File: src/tec_pkg.sv
// constants shared by the receive error counter block
package tec_pkg;

  // register offsets, as printed for one channel
  localparam logic [11:0] TEC_OFS_LCV_HIGH   = 12'h900;
  localparam logic [11:0] TEC_OFS_LCV_LOW    = 12'h901;
  localparam logic [11:0] TEC_OFS_FAE_HIGH   = 12'h902;
  localparam logic [11:0] TEC_OFS_FAE_LOW    = 12'h903;
  localparam logic [11:0] TEC_OFS_IRQ_STATUS = 12'h910;
  localparam logic [11:0] TEC_OFS_IRQ_MASK   = 12'h911;

  // widths
  localparam int TEC_ADDR_W = 12;
  localparam int TEC_BYTE_W = 8;
  localparam int TEC_CNT_W  = 16;
  localparam int TEC_IRQ_W  = 4;

  // interrupt status and mask bit positions
  localparam int TEC_BIT_LCV     = 0;
  localparam int TEC_BIT_FAE     = 1;
  localparam int TEC_BIT_LCV_SAT = 2;
  localparam int TEC_BIT_FAE_SAT = 3;

  // reset and limit values
  localparam logic [15:0] TEC_CNT_RESET  = 16'h0000;
  localparam logic [15:0] TEC_CNT_MAX    = 16'hFFFF;
  localparam logic [15:0] TEC_CNT_ONE    = 16'h0001;
  localparam logic [7:0]  TEC_BYTE_RESET = 8'h00;
  localparam logic [3:0]  TEC_IRQ_RESET  = 4'h0;

  // snapshot state of one counter between its two byte reads
  typedef enum logic {TEC_SNAP_IDLE, TEC_SNAP_HELD} tec_snap_t;

endpackage : tec_pkg

File: src/tec_cnt_if.sv
// interface between the register front end and one error counter
`timescale 1ns/1ps
`default_nettype none
interface tec_cnt_if;
  import tec_pkg::*;
  logic                 event_pulse; // one error seen this cycle
  logic                 rd_high;     // upper byte is being read
  logic                 rd_low;      // lower byte is being read
  logic [TEC_CNT_W-1:0] count;       // live count
  logic [7:0]           snap;        // lower byte caught at upper read
  logic                 held;        // snapshot waits for lower read
  logic                 overflow;    // event dropped at full scale

  modport ctrl (
    output event_pulse, rd_high, rd_low,
    input  count, snap, held, overflow
  );
  modport cnt (
    input  event_pulse, rd_high, rd_low,
    output count, snap, held, overflow
  );
endinterface : tec_cnt_if
`default_nettype wire

File: src/tec_err_counter.sv
// one 16-bit clear-on-read error counter with a lower-byte snapshot
`timescale 1ns/1ps
`default_nettype none
module tec_err_counter
  import tec_pkg::*;
(
  // clock and reset
  input wire logic clk,
  input wire logic rst_n,
  // counter port
  tec_cnt_if.cnt   cp
);

  logic [TEC_CNT_W-1:0] count;
  logic [TEC_CNT_W-1:0] next_count;
  logic [7:0]           snap;
  logic [7:0]           next_snap;
  tec_snap_t            state;
  tec_snap_t            next_state;
  logic [TEC_CNT_W-1:0] base;

  ////////////////////////////////////////////////////////////////////////////
  // next count: an upper or lone lower read restarts from zero, a same-cycle event still counts
  always_comb begin
    base       = count;
    next_snap  = snap;
    next_state = state;
    if (cp.rd_high) begin
      next_snap  = count[7:0];
      next_state = TEC_SNAP_HELD;
      base       = TEC_CNT_RESET;
    end else if (cp.rd_low) begin
      if (state == TEC_SNAP_HELD) begin
        next_state = TEC_SNAP_IDLE;
        next_snap  = TEC_BYTE_RESET;
      end else begin
        base = TEC_CNT_RESET;                  // lone lower read clears too
      end
    end
    // saturate rather than wrap: a wrapped count would read as small
    if (cp.event_pulse && base != TEC_CNT_MAX) begin
      next_count = base + TEC_CNT_ONE;
    end else begin
      next_count = base;
    end
  end

  // registers only
  always_ff @(posedge clk or negedge rst_n) begin
    if (!rst_n) begin
      count <= TEC_CNT_RESET;
      snap  <= TEC_BYTE_RESET;
      state <= TEC_SNAP_IDLE;
    end else begin
      count <= next_count;
      snap  <= next_snap;
      state <= next_state;
    end
  end

  // views for the front end
  assign cp.count    = count;
  assign cp.snap     = snap;
  assign cp.held     = (state == TEC_SNAP_HELD);
  assign cp.overflow = cp.event_pulse && !cp.rd_high && !cp.rd_low
                       && count == TEC_CNT_MAX;

endmodule : tec_err_counter
`default_nettype wire

File: src/tec_top.sv
// receive error counters: line code violations and framing alignment
//
// How it works
// - count line code violations in 16 bits since the last read
// - upper-byte register shows count bits 15..8, line violations at 0x900
// - lower-byte register shows count bits 7..0, line violations at 0x901
// - reading a counter clears it; later reads show only newer events
// - count framing alignment errors in 16 bits, upper byte at 0x902
// - upper then lower read clears the whole 16-bit count
// - framing alignment lower byte sits at 0x903
//
// The upper read moves the count aside: its lower byte is frozen for the
// lower read and the live counter restarts at once, so no event is lost.
`timescale 1ns/1ps
`default_nettype none
module tec_top
  import tec_pkg::*;
(
  // clock and reset
  input  wire logic                  SYS_CLK,
  input  wire logic                  RESETN,
  // register port
  input  wire logic [TEC_ADDR_W-1:0] ADDR,
  input  wire logic [7:0]            WR_DATA,
  input  wire logic                  WR_EN,
  input  wire logic                  RD_EN,
  output logic      [7:0]            RD_DATA,
  // events from the receive framer
  input  wire logic                  LINE_VIOLATION_EVENT,
  input  wire logic                  FRAME_ALIGN_ERROR_EVENT,
  // interrupt
  output logic                       IRQ
);

  ////////////////////////////////////////////////////////////////////////////
  // address decode shared by read and write paths
  function automatic logic hit(input logic [TEC_ADDR_W-1:0] a,
                               input logic [TEC_ADDR_W-1:0] ofs);
    hit = (a == ofs);
  endfunction : hit

  tec_cnt_if lcv_if ();
  tec_cnt_if fae_if ();

  logic [TEC_IRQ_W-1:0] status;
  logic [TEC_IRQ_W-1:0] next_status;
  logic [TEC_IRQ_W-1:0] mask;
  logic [TEC_IRQ_W-1:0] next_mask;
  logic [TEC_IRQ_W-1:0] events;
  logic                 next_irq;
  logic [7:0]           next_rd_data;

  ////////////////////////////////////////////////////////////////////////////
  // counters
  assign lcv_if.event_pulse = LINE_VIOLATION_EVENT;
  assign lcv_if.rd_high     = RD_EN && hit(ADDR, TEC_OFS_LCV_HIGH);
  assign lcv_if.rd_low      = RD_EN && hit(ADDR, TEC_OFS_LCV_LOW);
  assign fae_if.event_pulse = FRAME_ALIGN_ERROR_EVENT;
  assign fae_if.rd_high     = RD_EN && hit(ADDR, TEC_OFS_FAE_HIGH);
  assign fae_if.rd_low      = RD_EN && hit(ADDR, TEC_OFS_FAE_LOW);

  tec_err_counter u_lcv (
    .clk   (SYS_CLK),
    .rst_n (RESETN),
    .cp    (lcv_if.cnt)
  );

  tec_err_counter u_fae (
    .clk   (SYS_CLK),
    .rst_n (RESETN),
    .cp    (fae_if.cnt)
  );

  ////////////////////////////////////////////////////////////////////////////
  // read data: valid one cycle after the strobe, zero otherwise
  always_comb begin
    next_rd_data = TEC_BYTE_RESET;
    if (RD_EN) begin
      unique case (1'b1)
        hit(ADDR, TEC_OFS_LCV_HIGH): begin
          next_rd_data = lcv_if.count[15:8];
        end
        hit(ADDR, TEC_OFS_LCV_LOW): begin
          next_rd_data = lcv_if.held ? lcv_if.snap
                                     : lcv_if.count[7:0];
        end
        hit(ADDR, TEC_OFS_FAE_HIGH): begin
          next_rd_data = fae_if.count[15:8];
        end
        hit(ADDR, TEC_OFS_FAE_LOW): begin
          next_rd_data = fae_if.held ? fae_if.snap
                                     : fae_if.count[7:0];
        end
        hit(ADDR, TEC_OFS_IRQ_STATUS): begin
          next_rd_data = {4'h0, status};
        end
        hit(ADDR, TEC_OFS_IRQ_MASK): begin
          next_rd_data = {4'h0, mask};
        end
        default: begin
          next_rd_data = TEC_BYTE_RESET;   // unmapped reads return zero
        end
      endcase
    end
  end

  always_ff @(posedge SYS_CLK or negedge RESETN) begin
    if (!RESETN) begin
      RD_DATA <= TEC_BYTE_RESET;
    end else begin
      RD_DATA <= next_rd_data;
    end
  end

  ////////////////////////////////////////////////////////////////////////////
  // interrupt status: read clears, but an event in that cycle wins
  always_comb begin
    events                  = '0;
    events[TEC_BIT_LCV]     = LINE_VIOLATION_EVENT;
    events[TEC_BIT_FAE]     = FRAME_ALIGN_ERROR_EVENT;
    events[TEC_BIT_LCV_SAT] = lcv_if.overflow;
    events[TEC_BIT_FAE_SAT] = fae_if.overflow;
    next_status = status;
    if (RD_EN && hit(ADDR, TEC_OFS_IRQ_STATUS)) begin
      next_status = TEC_IRQ_RESET;
    end
    next_status = next_status | events;
    next_mask   = mask;
    if (WR_EN && hit(ADDR, TEC_OFS_IRQ_MASK)) begin
      next_mask = WR_DATA[TEC_IRQ_W-1:0];
    end
    // precompute so the output stays a plain flip-flop
    next_irq = |(next_status & next_mask);
  end

  always_ff @(posedge SYS_CLK or negedge RESETN) begin
    if (!RESETN) begin
      status <= TEC_IRQ_RESET;
      mask   <= TEC_IRQ_RESET;
      IRQ    <= 1'b0;
    end else begin
      status <= next_status;
      mask   <= next_mask;
      IRQ    <= next_irq;
    end
  end
endmodule : tec_top
`default_nettype wire

File: config.mk
export PLATFORM = sky130hd
export DESIGN_NAME = tec_top
export DESIGN_NICKNAME = d
export VERILOG_FILES = /design/src/tec_pkg.sv /design/src/tec_cnt_if.sv /design/src/tec_err_counter.sv /design/src/tec_top.sv
export SDC_FILE = /design/constraint.sdc
export NUM_CORES = 1
export LEC_CHECK = 0
export BUFFER_PORTS_ARGS = -buffer_cell sky130_fd_sc_hd__buf_2
export CORE_ASPECT_RATIO = 1.25
export CORE_UTILIZATION = 55
export CTS_BUF_LIST = sky130_fd_sc_hd__clkbuf_2
export DETAILED_ROUTE_END_ITERATION = 8
export PLACE_DENSITY = 0.84
export SETUP_SLACK_MARGIN = 0.4
export SKIP_LAST_GASP = 1
export SYNTH_ARGS = -nofsm -noshare
export SYNTH_HDL_FRONTEND = slang
export SYNTH_HIERARCHICAL = 1
export SYNTH_SLANG_ARGS = --single-unit
File: constraint.sdc
create_clock -name SYS_CLK -period 2.9 [get_ports SYS_CLK]
set_input_delay 0.145 -clock SYS_CLK [delete_from_list [all_inputs] [get_ports SYS_CLK]]
set_output_delay 0.145 -clock SYS_CLK [all_outputs]
set_load 0.005 [all_outputs]
# After elaboration in Yosys (flattened, before gate mapping)
# Index checks and enable logic that the tools add are counted.
totals:
  reg_bits: 67
  inputBits: 26
  out_inout_bits: 9
  wordCells: 73
classes:
  addsub: 2
  n_eq_ne: 10
  n_mux: 24
  bitwise: 2
  n_reduce_logical: 25
op_table:
  columns: ["cell", "count"]
  rows:
  - ["16-bit two-way mux", 8]
  - ["12-bit == test (second input constant)", 6]
  - ["8-bit two-way mux", 9]
  - ["8-bit one-hot mux with 6 select lines", 1]
  - ["16-bit by 1-bit adder with 16-bit output (second input constant)", 2]
  - ["16-bit == test (second input constant)", 2]
  - ["16-bit inequality test (second input constant)", 2]
  - ["1-bit logical AND", 14]
  - ["4-bit two-way mux", 2]
  - ["2-bit nonzero test", 4]
  - ["4-bit AND", 1]
  - ["1-bit zero test", 4]
  - ["1-bit two-way mux", 4]
  - ["4-bit OR", 1]
  - ["2-bit AND reduction", 2]
  - ["4-bit OR reduction", 1]

# Longest topological paths before layout
# Gate-level depths: netlist of run 1.
depth:
  ltp_word: 9
  ltp_mapped: 15
  depth_no_buf: 12

# By module
# Netlist of run 1, hierarchy kept.
modules_own_cells:
  columns: ["mod", "instances", "cells_per_inst", "area_per_inst_um2", "seq_area_each_um2"]
  rows:
  - ["tec_err_counter", 2, 150, 1358.8, 625.6]
  - ["tec_top", 1, 127, 1188.6, 425.4]

# Least setup slack after synthesis of run 1
# No wires, ideal clock.
synth_path:
  kind: "input-to-reg"
  startpoint: "input port ADDR[10]"
  endpoint: "register u_lcv.count[6], in the netlist u_lcv/cp.count[6]"
  setup_ps: 78
  arrival_time_ps: 2979
  required_ps: 2822
  path_slack_ps: -157
  cell_stages: 15
  path_buffers: 3
  cell_sequence: "and4bb_2 nand4_4 or2_1 buf_6 nor3b_2 nor2b_4 buf_6 nor2_1 and2_1 ha_1 nand3_1 or4_4 buf_6 or4_1 a21oi_1"
synth_between:
  elab_chain_cells: 7
  elab_cells_between_ends: 10
  classes_between: "1 x add/sub; 3 x eq/ne; 3 x mux; 3 x reduce/logical"
synth_rtl:
  columns: ["element", "line", "rtl"]
  rows:
  - ["from (decl)", "tec_top.sv:23", "input wire logic [TEC_ADDR_W-1:0] ADDR,"]
  - ["12-bit == test (*)", "tec_top.sv:39", "hit = (a == ofs);"]
  - ["1-bit logical AND (*)", "tec_top.sv:57", "assign lcv_if.rd_low = RD_EN && hit(ADDR, TEC_OFS_LCV_LOW);"]
  - ["net lcv_if.rd_low", "tec_cnt_if.sv:8", "logic rd_low;"]
  - ["16-bit two-way mux (*)", "tec_err_counter.sv:32", "end else if (cp.rd_low) begin"]
  - ["16-bit two-way mux (*)", "tec_err_counter.sv:28", "if (cp.rd_high) begin"]
  - ["parallel branches: the longest is 2 deep, another holds 16-bit by 1-bit adder with 16-bit output", null, null]
  - ["16-bit two-way mux (*)", "tec_err_counter.sv:41", "if (cp.event_pulse && base != TEC_CNT_MAX) begin"]
  - ["net u_lcv.next_count[6]", "tec_err_counter.sv:15", "logic [TEC_CNT_W-1:0] next_count;"]
  - ["to (signal assigned)", "tec_err_counter.sv:55", "count <= next_count;"]
  - ["to (decl)", "tec_err_counter.sv:14", "logic [TEC_CNT_W-1:0] count;"]
# Mark *: on every way through the listed nets, which the timed path passes.
# A chain may end at the register's enable or synchronous reset.

# Worst setup path in the final report of run 1
layout_path:
  startpoint: "input port ADDR[8]"
  endpoint: "register u_fae.count[6], in the netlist u_fae/cp.count[6]"
layout_between:
  elab_chain_cells: 7
  elab_cells_between_ends: 10
  classes_between: "1 x add/sub; 3 x eq/ne; 3 x mux; 3 x reduce/logical"
layout_rtl:
  columns: ["element", "line", "rtl"]
  rows:
  - ["12-bit == test (*)", "tec_top.sv:39", null]
  - ["1-bit logical AND (*)", "tec_top.sv:60", "assign fae_if.rd_low = RD_EN && hit(ADDR, TEC_OFS_FAE_LOW);"]
  - ["net fae_if.rd_low", "tec_cnt_if.sv:8", null]
  - ["16-bit two-way mux (*)", "tec_err_counter.sv:32", null]
  - ["16-bit two-way mux (*)", "tec_err_counter.sv:28", null]
  - ["parallel branches: the longest is 2 deep, another holds 16-bit by 1-bit adder with 16-bit output", null, null]
  - ["16-bit two-way mux (*)", "tec_err_counter.sv:41", null]
  - ["net u_fae.next_count[6]", "tec_err_counter.sv:15", null]
  - ["to (signal assigned)", "tec_err_counter.sv:55", null]
  - ["to (decl)", "tec_err_counter.sv:14", null]
# Marked as above.

==> out/metrics.cfg, run 1 <==
[setup_path]
crit_path_cell_trace=buf_2 -> and4bb_2 -> nand4_4 -> nor2_1 -> and3_1 -> nor2b_4 -> nor2_4 -> and2_4 -> ha_4 -> nand3_2 -> or4_4 -> or4_1 -> a21oi_1
cp-end-kind=register
worstSetupPathType=in2reg
reg2reg_from=u_fae/cp.held
startpoint=ADDR[8]
worstSetupEndpoint=u_fae/cp.count[6]
required_ps=3320
slowest_stage=or4_1
path_max_fanout=8
r2r_slack_ps=630
reg2reg_to=u_fae/cp.count[6]
critPathMaxStageDelay_ps=510
cp.arrival_ps=2720
reg2reg_depth=8
crit_path_start_kind=input port

[clock_tree]
cts_root_buf=clkbuf_2
ctsHoldBuffers=8
cts_setup_buffers=0
cts_made_buffers=9
cts_buffer_depth=2
clk_pin_slew_ps=180
cts.repair.resized=0
cts_tree=done
clock_latency_ps=480
cts_sinks=67
h-tree-depth=3

[yosys]
synth-edff-count=0
synth-seq-area-share_pct=42.92
synth_top_area_share_pct=42.92
async_flop_share_pct=100.0
ys_ff_latch=67
syn_area_mm2=0.003906
synth.avg_cell_area_um2=9.148
synth_top_area_cell=dfrtp_1
yosysUniqueCellTypes=47
synth.top_cells.by_area=dfrtp_1 43%, mux2i_1 7.2%, nand2_1 5.6%, a21oi_1 4.9%, nor2_1 2.8%
syn-num-nets=455
netlist_instances=427
ys.flop_type=dfrtp_1
yosysWarnings=6

[floorplanning]
row_count=34
ios=35
die_area_mm2=0.007445
dieWidth_um=77.38
dieHeight_um=96.22
coreArea_mm2=0.006934
start_util_pct=56.33

[timing]
max_slew.worst_pin.slew_ps=849.4
setup_violations=0
clock.fmax_mhz=435.1
setup_slack_ps=601.8
tns_ps=0
finalClockSkew_ps=27.90
slew_viol_final=0
rsz0062_at_grt=false
period_minus_slack_ps=2298
slew_headroom_pct=43.37
period_share_pct=79.25
hold_viol=0

[power_and_ir_drop]
p_clk_share_pct=20.1
leakage_nw=1.866
power_density_mw_per_mm2=485.6
p_comb_share_pct=23.9
internal-power_mw=1.390
p_sw_mw=0.7411
seq_power_share_pct=56.1
worst_ir_drop_vdd_mv=0.3482
p_sw_share_pct=34.78

[routing]
antenna_left=0
vias_per_cell=6.222
drc=0
routedWlPerCell_um=16.32
dr.first_iter.drc_count=301
num_vias=3478
firstDrtPassIters=5
wl_um=9122

[placement]
globalplace.congestion=0.9029
numPortBuffers=30
dpl_worst_slack_ps=52.14
hpwl_um=6467

[finish]
syn_to_final_growth_pct=12.33
drive_gt1_share_pct=19.62
n_antenna_cell=0
final_util_pct=63.28
nets=493

[grt]
grt.overflow.total=0
antenna_found_initial=0
grt_max_degree=68
grt_pass1_wl_um=14930
grt_pass1_vias=3202
grt_usage_pct=25.80

[job]
cap_violations=0

[outcome]
outcome=finished clean

[min_path]
min_path_type=in2reg

registers in the layout, summed over array words and instances, names as in the netlist:
| name | flops |
|---|---|
| u_fae/cp.count | 16 |
| u_lcv/cp.count | 16 |
| RD_DATA | 8 |
| u_fae/cp.snap | 8 |
| u_lcv/cp.snap | 8 |
| mask | 4 |
| status | 4 |
| IRQ | 1 |
| u_fae/cp.held | 1 |
| u_lcv/cp.held | 1 |
metal layers:
metal  GRT usage (%)  routed length (µm)
met5               0                   0
met4           11.64                 247
met3           4.265                 386
met2           46.39                4725
met1           30.31                3762
metrics by stage:
step / hold WS [ps] / instance area [µm²] / total power [mW] / cells
after global placement: 390.2 / 4234 / 1.678 / 536
after detailed placement: 396.6 / 4234 / 1.706 / 536
after floorplan: -150.6 / 3999 / 1.546 / 427
final: 44.97 / 4388 / 2.131 / 559
after CTS: 2.628 / 4388 / 2.135 / 559
after global routing: 5.106 / 4388 / 2.259 / 559
cell usage after synthesis (3+ instances only):
| cell type | count |
|---|---|
| mux2_2 | 4 |
| buf_1 | 3 |
| nand2_1 | 58 |
| and3_1 | 5 |
| nand4_1 | 12 |
| or4_1 | 4 |
| buf_6 | 5 |
| nor2_1 | 29 |
| nor3_1 | 5 |
| dfrtp_1 | 67 |
| nor4_1 | 8 |
| buf_2 | 9 |
| o31ai_1 | 10 |
| a21o_1 | 6 |
| o22a_1 | 4 |
| a211oi_1 | 10 |
| clkbuf_1 | 10 |
| and4_1 | 10 |
| nand3_1 | 16 |
| or2_2 | 4 |
| a21oi_1 | 38 |
| mux2i_1 | 28 |
| and2_1 | 6 |
| inv_1 | 7 |
| o21ai_0 | 20 |
| or3_1 | 16 |
power groups by stage:
stage	clock network, mW	logic, mW	registers, mW
2_1_floorplan	0	0.392	1.15
3_3_place_gp	0	0.475	1.20
3_5_place_dp	0	0.498	1.21
4_1_cts	0.437	0.507	1.19
5_1_grt	0.477	0.570	1.21
6_report	0.428	0.508	1.19
worst min path at each step:
stage          slack [ps]          endpoint  startpoint  cells past startpoint
2_1_floorplan        -150               IRQ      RESETN                      0
3_3_place_gp          390        RD_DATA[5]      RESETN                      2
3_5_place_dp          400  u_fae/cp.snap[6]      RESETN                      2
4_1_cts                 3        RD_DATA[3]     ADDR[4]                      3
5_1_grt                 5        RD_DATA[1]     ADDR[4]                      3
6_report               40        RD_DATA[1]     ADDR[4]                      3
placed cells by master (no fill, tap or decap), types with 3 or more instances in the layout:
cell,instances
clkbuf_2,11
mux2i_1,28
nor2_1,27
nor3_1,4
o21ai_0,20
buf_2,30
and2_4,4
nand2_1,58
clkinv_2,3
dfrtp_1,67
a21o_1,6
a21oi_1,38
or3_1,16
or4_1,4
nor4_1,6
and3_1,5
mux2_2,4
nand3_1,14
buf_4,17
o31ai_1,10
nand4_1,12
a211oi_1,10
inv_1,7
o22a_1,4
and4_1,10
or2_2,4
dlygate4sd3_1,8
cell type report:
type / count / area, µm²
clock inverters: 4 / 18.77
well taps: 90 / 112.6
inverters: 7 / 26.28
flip-flops and latches: 67 / 1677
multi-input cells: 325 / 2141
repair buffers: 55 / 357.8
fillers: 568 / 2546
clock buffers: 11 / 55.05
critical path: cells and delay by family:
family	cells	cell delay, ps
and+or+nand+nor	10	2200
adders and majority gates	1	130
AOI/OAI and AO/OA	1	130
buffers and inverters	1	90
cells by family (layout without fill, tap and decap cells):
kind of cell | after synthesis | in the layout | share of synthesized area [%]
buffers and inverters | 35 | 77 | 4.644
AND/OR/NAND/NOR | 191 | 191 | 27.39
flip-flops | 67 | 67 | 42.92
adder cells (fa/ha/maj) | 2 | 2 | 0.6405
XOR/XNOR | 4 | 4 | 0.8970
AO/OA/AOI/OAI | 94 | 94 | 14.61
multiplexers | 34 | 34 | 8.904
Note: power is estimated with default switching activity, not from simulation.
==> inputs of run 2 (changes only) <==
--- a/config.mk
+++ b/config.mk
@@ -10,7 +10,7 @@
 export CORE_UTILIZATION = 55
 export CTS_BUF_LIST = sky130_fd_sc_hd__clkbuf_2
 export DETAILED_ROUTE_END_ITERATION = 8
-export PLACE_DENSITY = 0.84
+export PLACE_DENSITY = 0.87
 export SETUP_SLACK_MARGIN = 0.4
 export SKIP_LAST_GASP = 1
 export SYNTH_ARGS = -nofsm -noshare
==> constraint.sdc (replaced) <==
create_clock -name SYS_CLK -period 2.05 [get_ports SYS_CLK]
set_input_delay 0.1025 -clock SYS_CLK [delete_from_list [all_inputs] [get_ports SYS_CLK]]
set_output_delay 0.1025 -clock SYS_CLK [all_outputs]
set_load 0.005 [all_outputs]
==> out/metrics.cfg, run 2 (same netlist as run 1, synthesis figures left out) <==
[timing]
finalClockSkew_ps=63.56  ; +35.66 ps
clock.fmax_mhz=445.5
rsz0062_at_grt=true
slew_headroom_pct=70.79  ; +27 points
tns_ps=-2145  ; -2145 ps
setup_violations=23  ; +23
hold_viol=0  ; unchanged
max_slew.worst_pin.slew_ps=434.9  ; -414.5 ps
period_share_pct=109.5
slew_viol_final=0  ; unchanged
hold_ws_ps=71.23  ; +26.25 ps
setup_slack_ps=-194.9  ; -796.7 ps
period_minus_slack_ps=2245

[grt]
antenna_found_initial=0  ; unchanged
grt_max_degree=68  ; unchanged
grt.overflow.total=0  ; unchanged
grt_usage_pct=35.25  ; +9.5 points
grt_pass1_wl_um=19840  ; +33%
grt_pass1_vias=3978  ; +24%

[floorplanning]
die_area_mm2=0.007445  ; unchanged
dieWidth_um=77.38  ; unchanged
row_count=34  ; unchanged
ios=35  ; unchanged
start_util_pct=56.33  ; unchanged
dieHeight_um=96.22  ; unchanged
coreArea_mm2=0.006934  ; unchanged

[clock_tree]
cts_tree=done
h-tree-depth=3  ; unchanged
cts_root_buf=clkbuf_2
cts_sinks=67  ; unchanged
clk_pin_slew_ps=190  ; about the same
clock_latency_ps=560  ; +80 ps
cts_made_buffers=9  ; unchanged
cts_buffer_depth=2  ; unchanged

[routing]
wl_um=14660  ; +61%
routedWlPerCell_um=23.68  ; +45%
antenna_left=0  ; unchanged
num_vias=4304  ; +24%
dr.first_iter.drc_count=631  ; +110%
vias_per_cell=6.953  ; +12%
firstDrtPassIters=5  ; unchanged
drc=0  ; unchanged

[finish]
final_cell_mix=62 x buf_4, 57 x dfrtp_1, 57 x nand2_1, 28 x mux2i_1
nets=552  ; +12%
drive_gt1_share_pct=40.26  ; +21 points
n_antenna_cell=0  ; unchanged
syn_to_final_growth_pct=37.67
final_util_pct=77.55  ; +14 points
top_regs=u_fae/cp.count: 16 flops, u_lcv/cp.count: 16 flops
layout.cells.non_filler=619  ; +11%
final_common_cell=buf_4

[power_and_ir_drop]
power_density_mw_per_mm2=760.6  ; +57%
leakage_nw=2.236  ; +20%
finalPower_mw=4.090  ; +92%
worst_ir_drop_vdd_mv=0.6810  ; +96%

[setup_path]
worstSetupPathType=reg2reg
path_max_fanout=7  ; -1
crit_path_start_kind=register
cp.arrival_ps=2720  ; about the same
required_ps=2530  ; -790 ps
cp-end-kind=register

[placement]
dp_cells=568  ; +6.0%
hpwl_um=7119  ; +10%
globalplace.congestion=0.8603  ; -4.7%
numPortBuffers=30  ; unchanged

[outcome]
violations=negative setup slack
outcome=finished with violations

[min_path]
min_path_type=in2async

[job]
cap_violations=0  ; unchanged

-- run 2: changes by cell type in the layout (fill, tap and decap cells not counted), moves of 8 or more --
cell / delta
o21ai_0: -9
a21oi_4: +8
buf_6: +14
buf_4: +45
dfrtp_1: -10
a21oi_1: -15
o21ai_1: +8
dfrtp_2: +10
-- run 2: power breakdown --
part           internal [mW]  total (mW)  switching [mW]  leakage, nW
combinational          0.733        1.50           0.771         1.28
clock                  0.410       0.944           0.534       0.0821
sequential              1.47        1.64           0.177        0.879
total                   2.61        4.09            1.48         2.24
-- run 2: what timing repair did --
action                                  CTS  global route
gates cloned                              1             0
endpoints found under the hold margin    86             0
endpoints found under the setup margin   35            38
pin swaps                                30            18
resized for setup                        56            43
setup buffers                            18             7
hold buffers                              9             0
-- run 2: worst max-delay path, cell delays in order (launching register included) --
cell	delay [ps]
dfrtp_2	490
nor2b_4	90
nor2_4	160
and2_4	190
ha_4	150
nand3_4	70
or4_4	440
buf_6	160
or3_1	320
a21oi_2	130
-- run 2: path summary, 6_finish.rpt --
| check | startpoint | slack, ps | cells past startpoint | to |
|---|---|---|---|---|
| hold / removal | RESETN | 70 | 3 | u_fae/cp.count[14] |
| setup reg to reg | u_fae/cp.held | -190 | 9 | u_fae/cp.count[4] |
| max in group asynchronous | RESETN | 1600 | 3 | RD_DATA[6] |
| setup / recovery | u_fae/cp.held | -190 | 9 | u_fae/cp.count[4] |
| min in group SYS_CLK | ADDR[5] | 160 | 4 | mask[2] |
| hold reg to reg | u_fae/cp.snap[6] | 530 | 2 | u_fae/cp.snap[6] |
-- run 2: metrics by stage --
| step | area, µm² | setup WS (ps) |
|---|---|---|
| after global routing | 5378 | -237.9 |
| final | 5378 | -194.9 |
| after CTS | 5110 | -38.70 |
| after global placement | 4494 | -540.2 |
| after detailed placement | 4494 | -658.2 |
| after floorplan | 4050 | -695.7 |
-- run 2: layout make-up --
type	count	area (µm²)
clock buffers	10	50.05
clock inverters	6	90.09
fillers	358	1556
inverters	7	26.28
multi-input cells	326	2541
flip-flops and latches	67	1689
well taps	90	112.6
repair buffers	113	868.3
-- run 2: metal layers --
layer | global-route usage, % | share of wire, %
met5 | 0 | 0
met4 | 25.63 | 7.0
met3 | 8.246 | 9.5
met2 | 59.96 | 49
met1 | 38.91 | 34
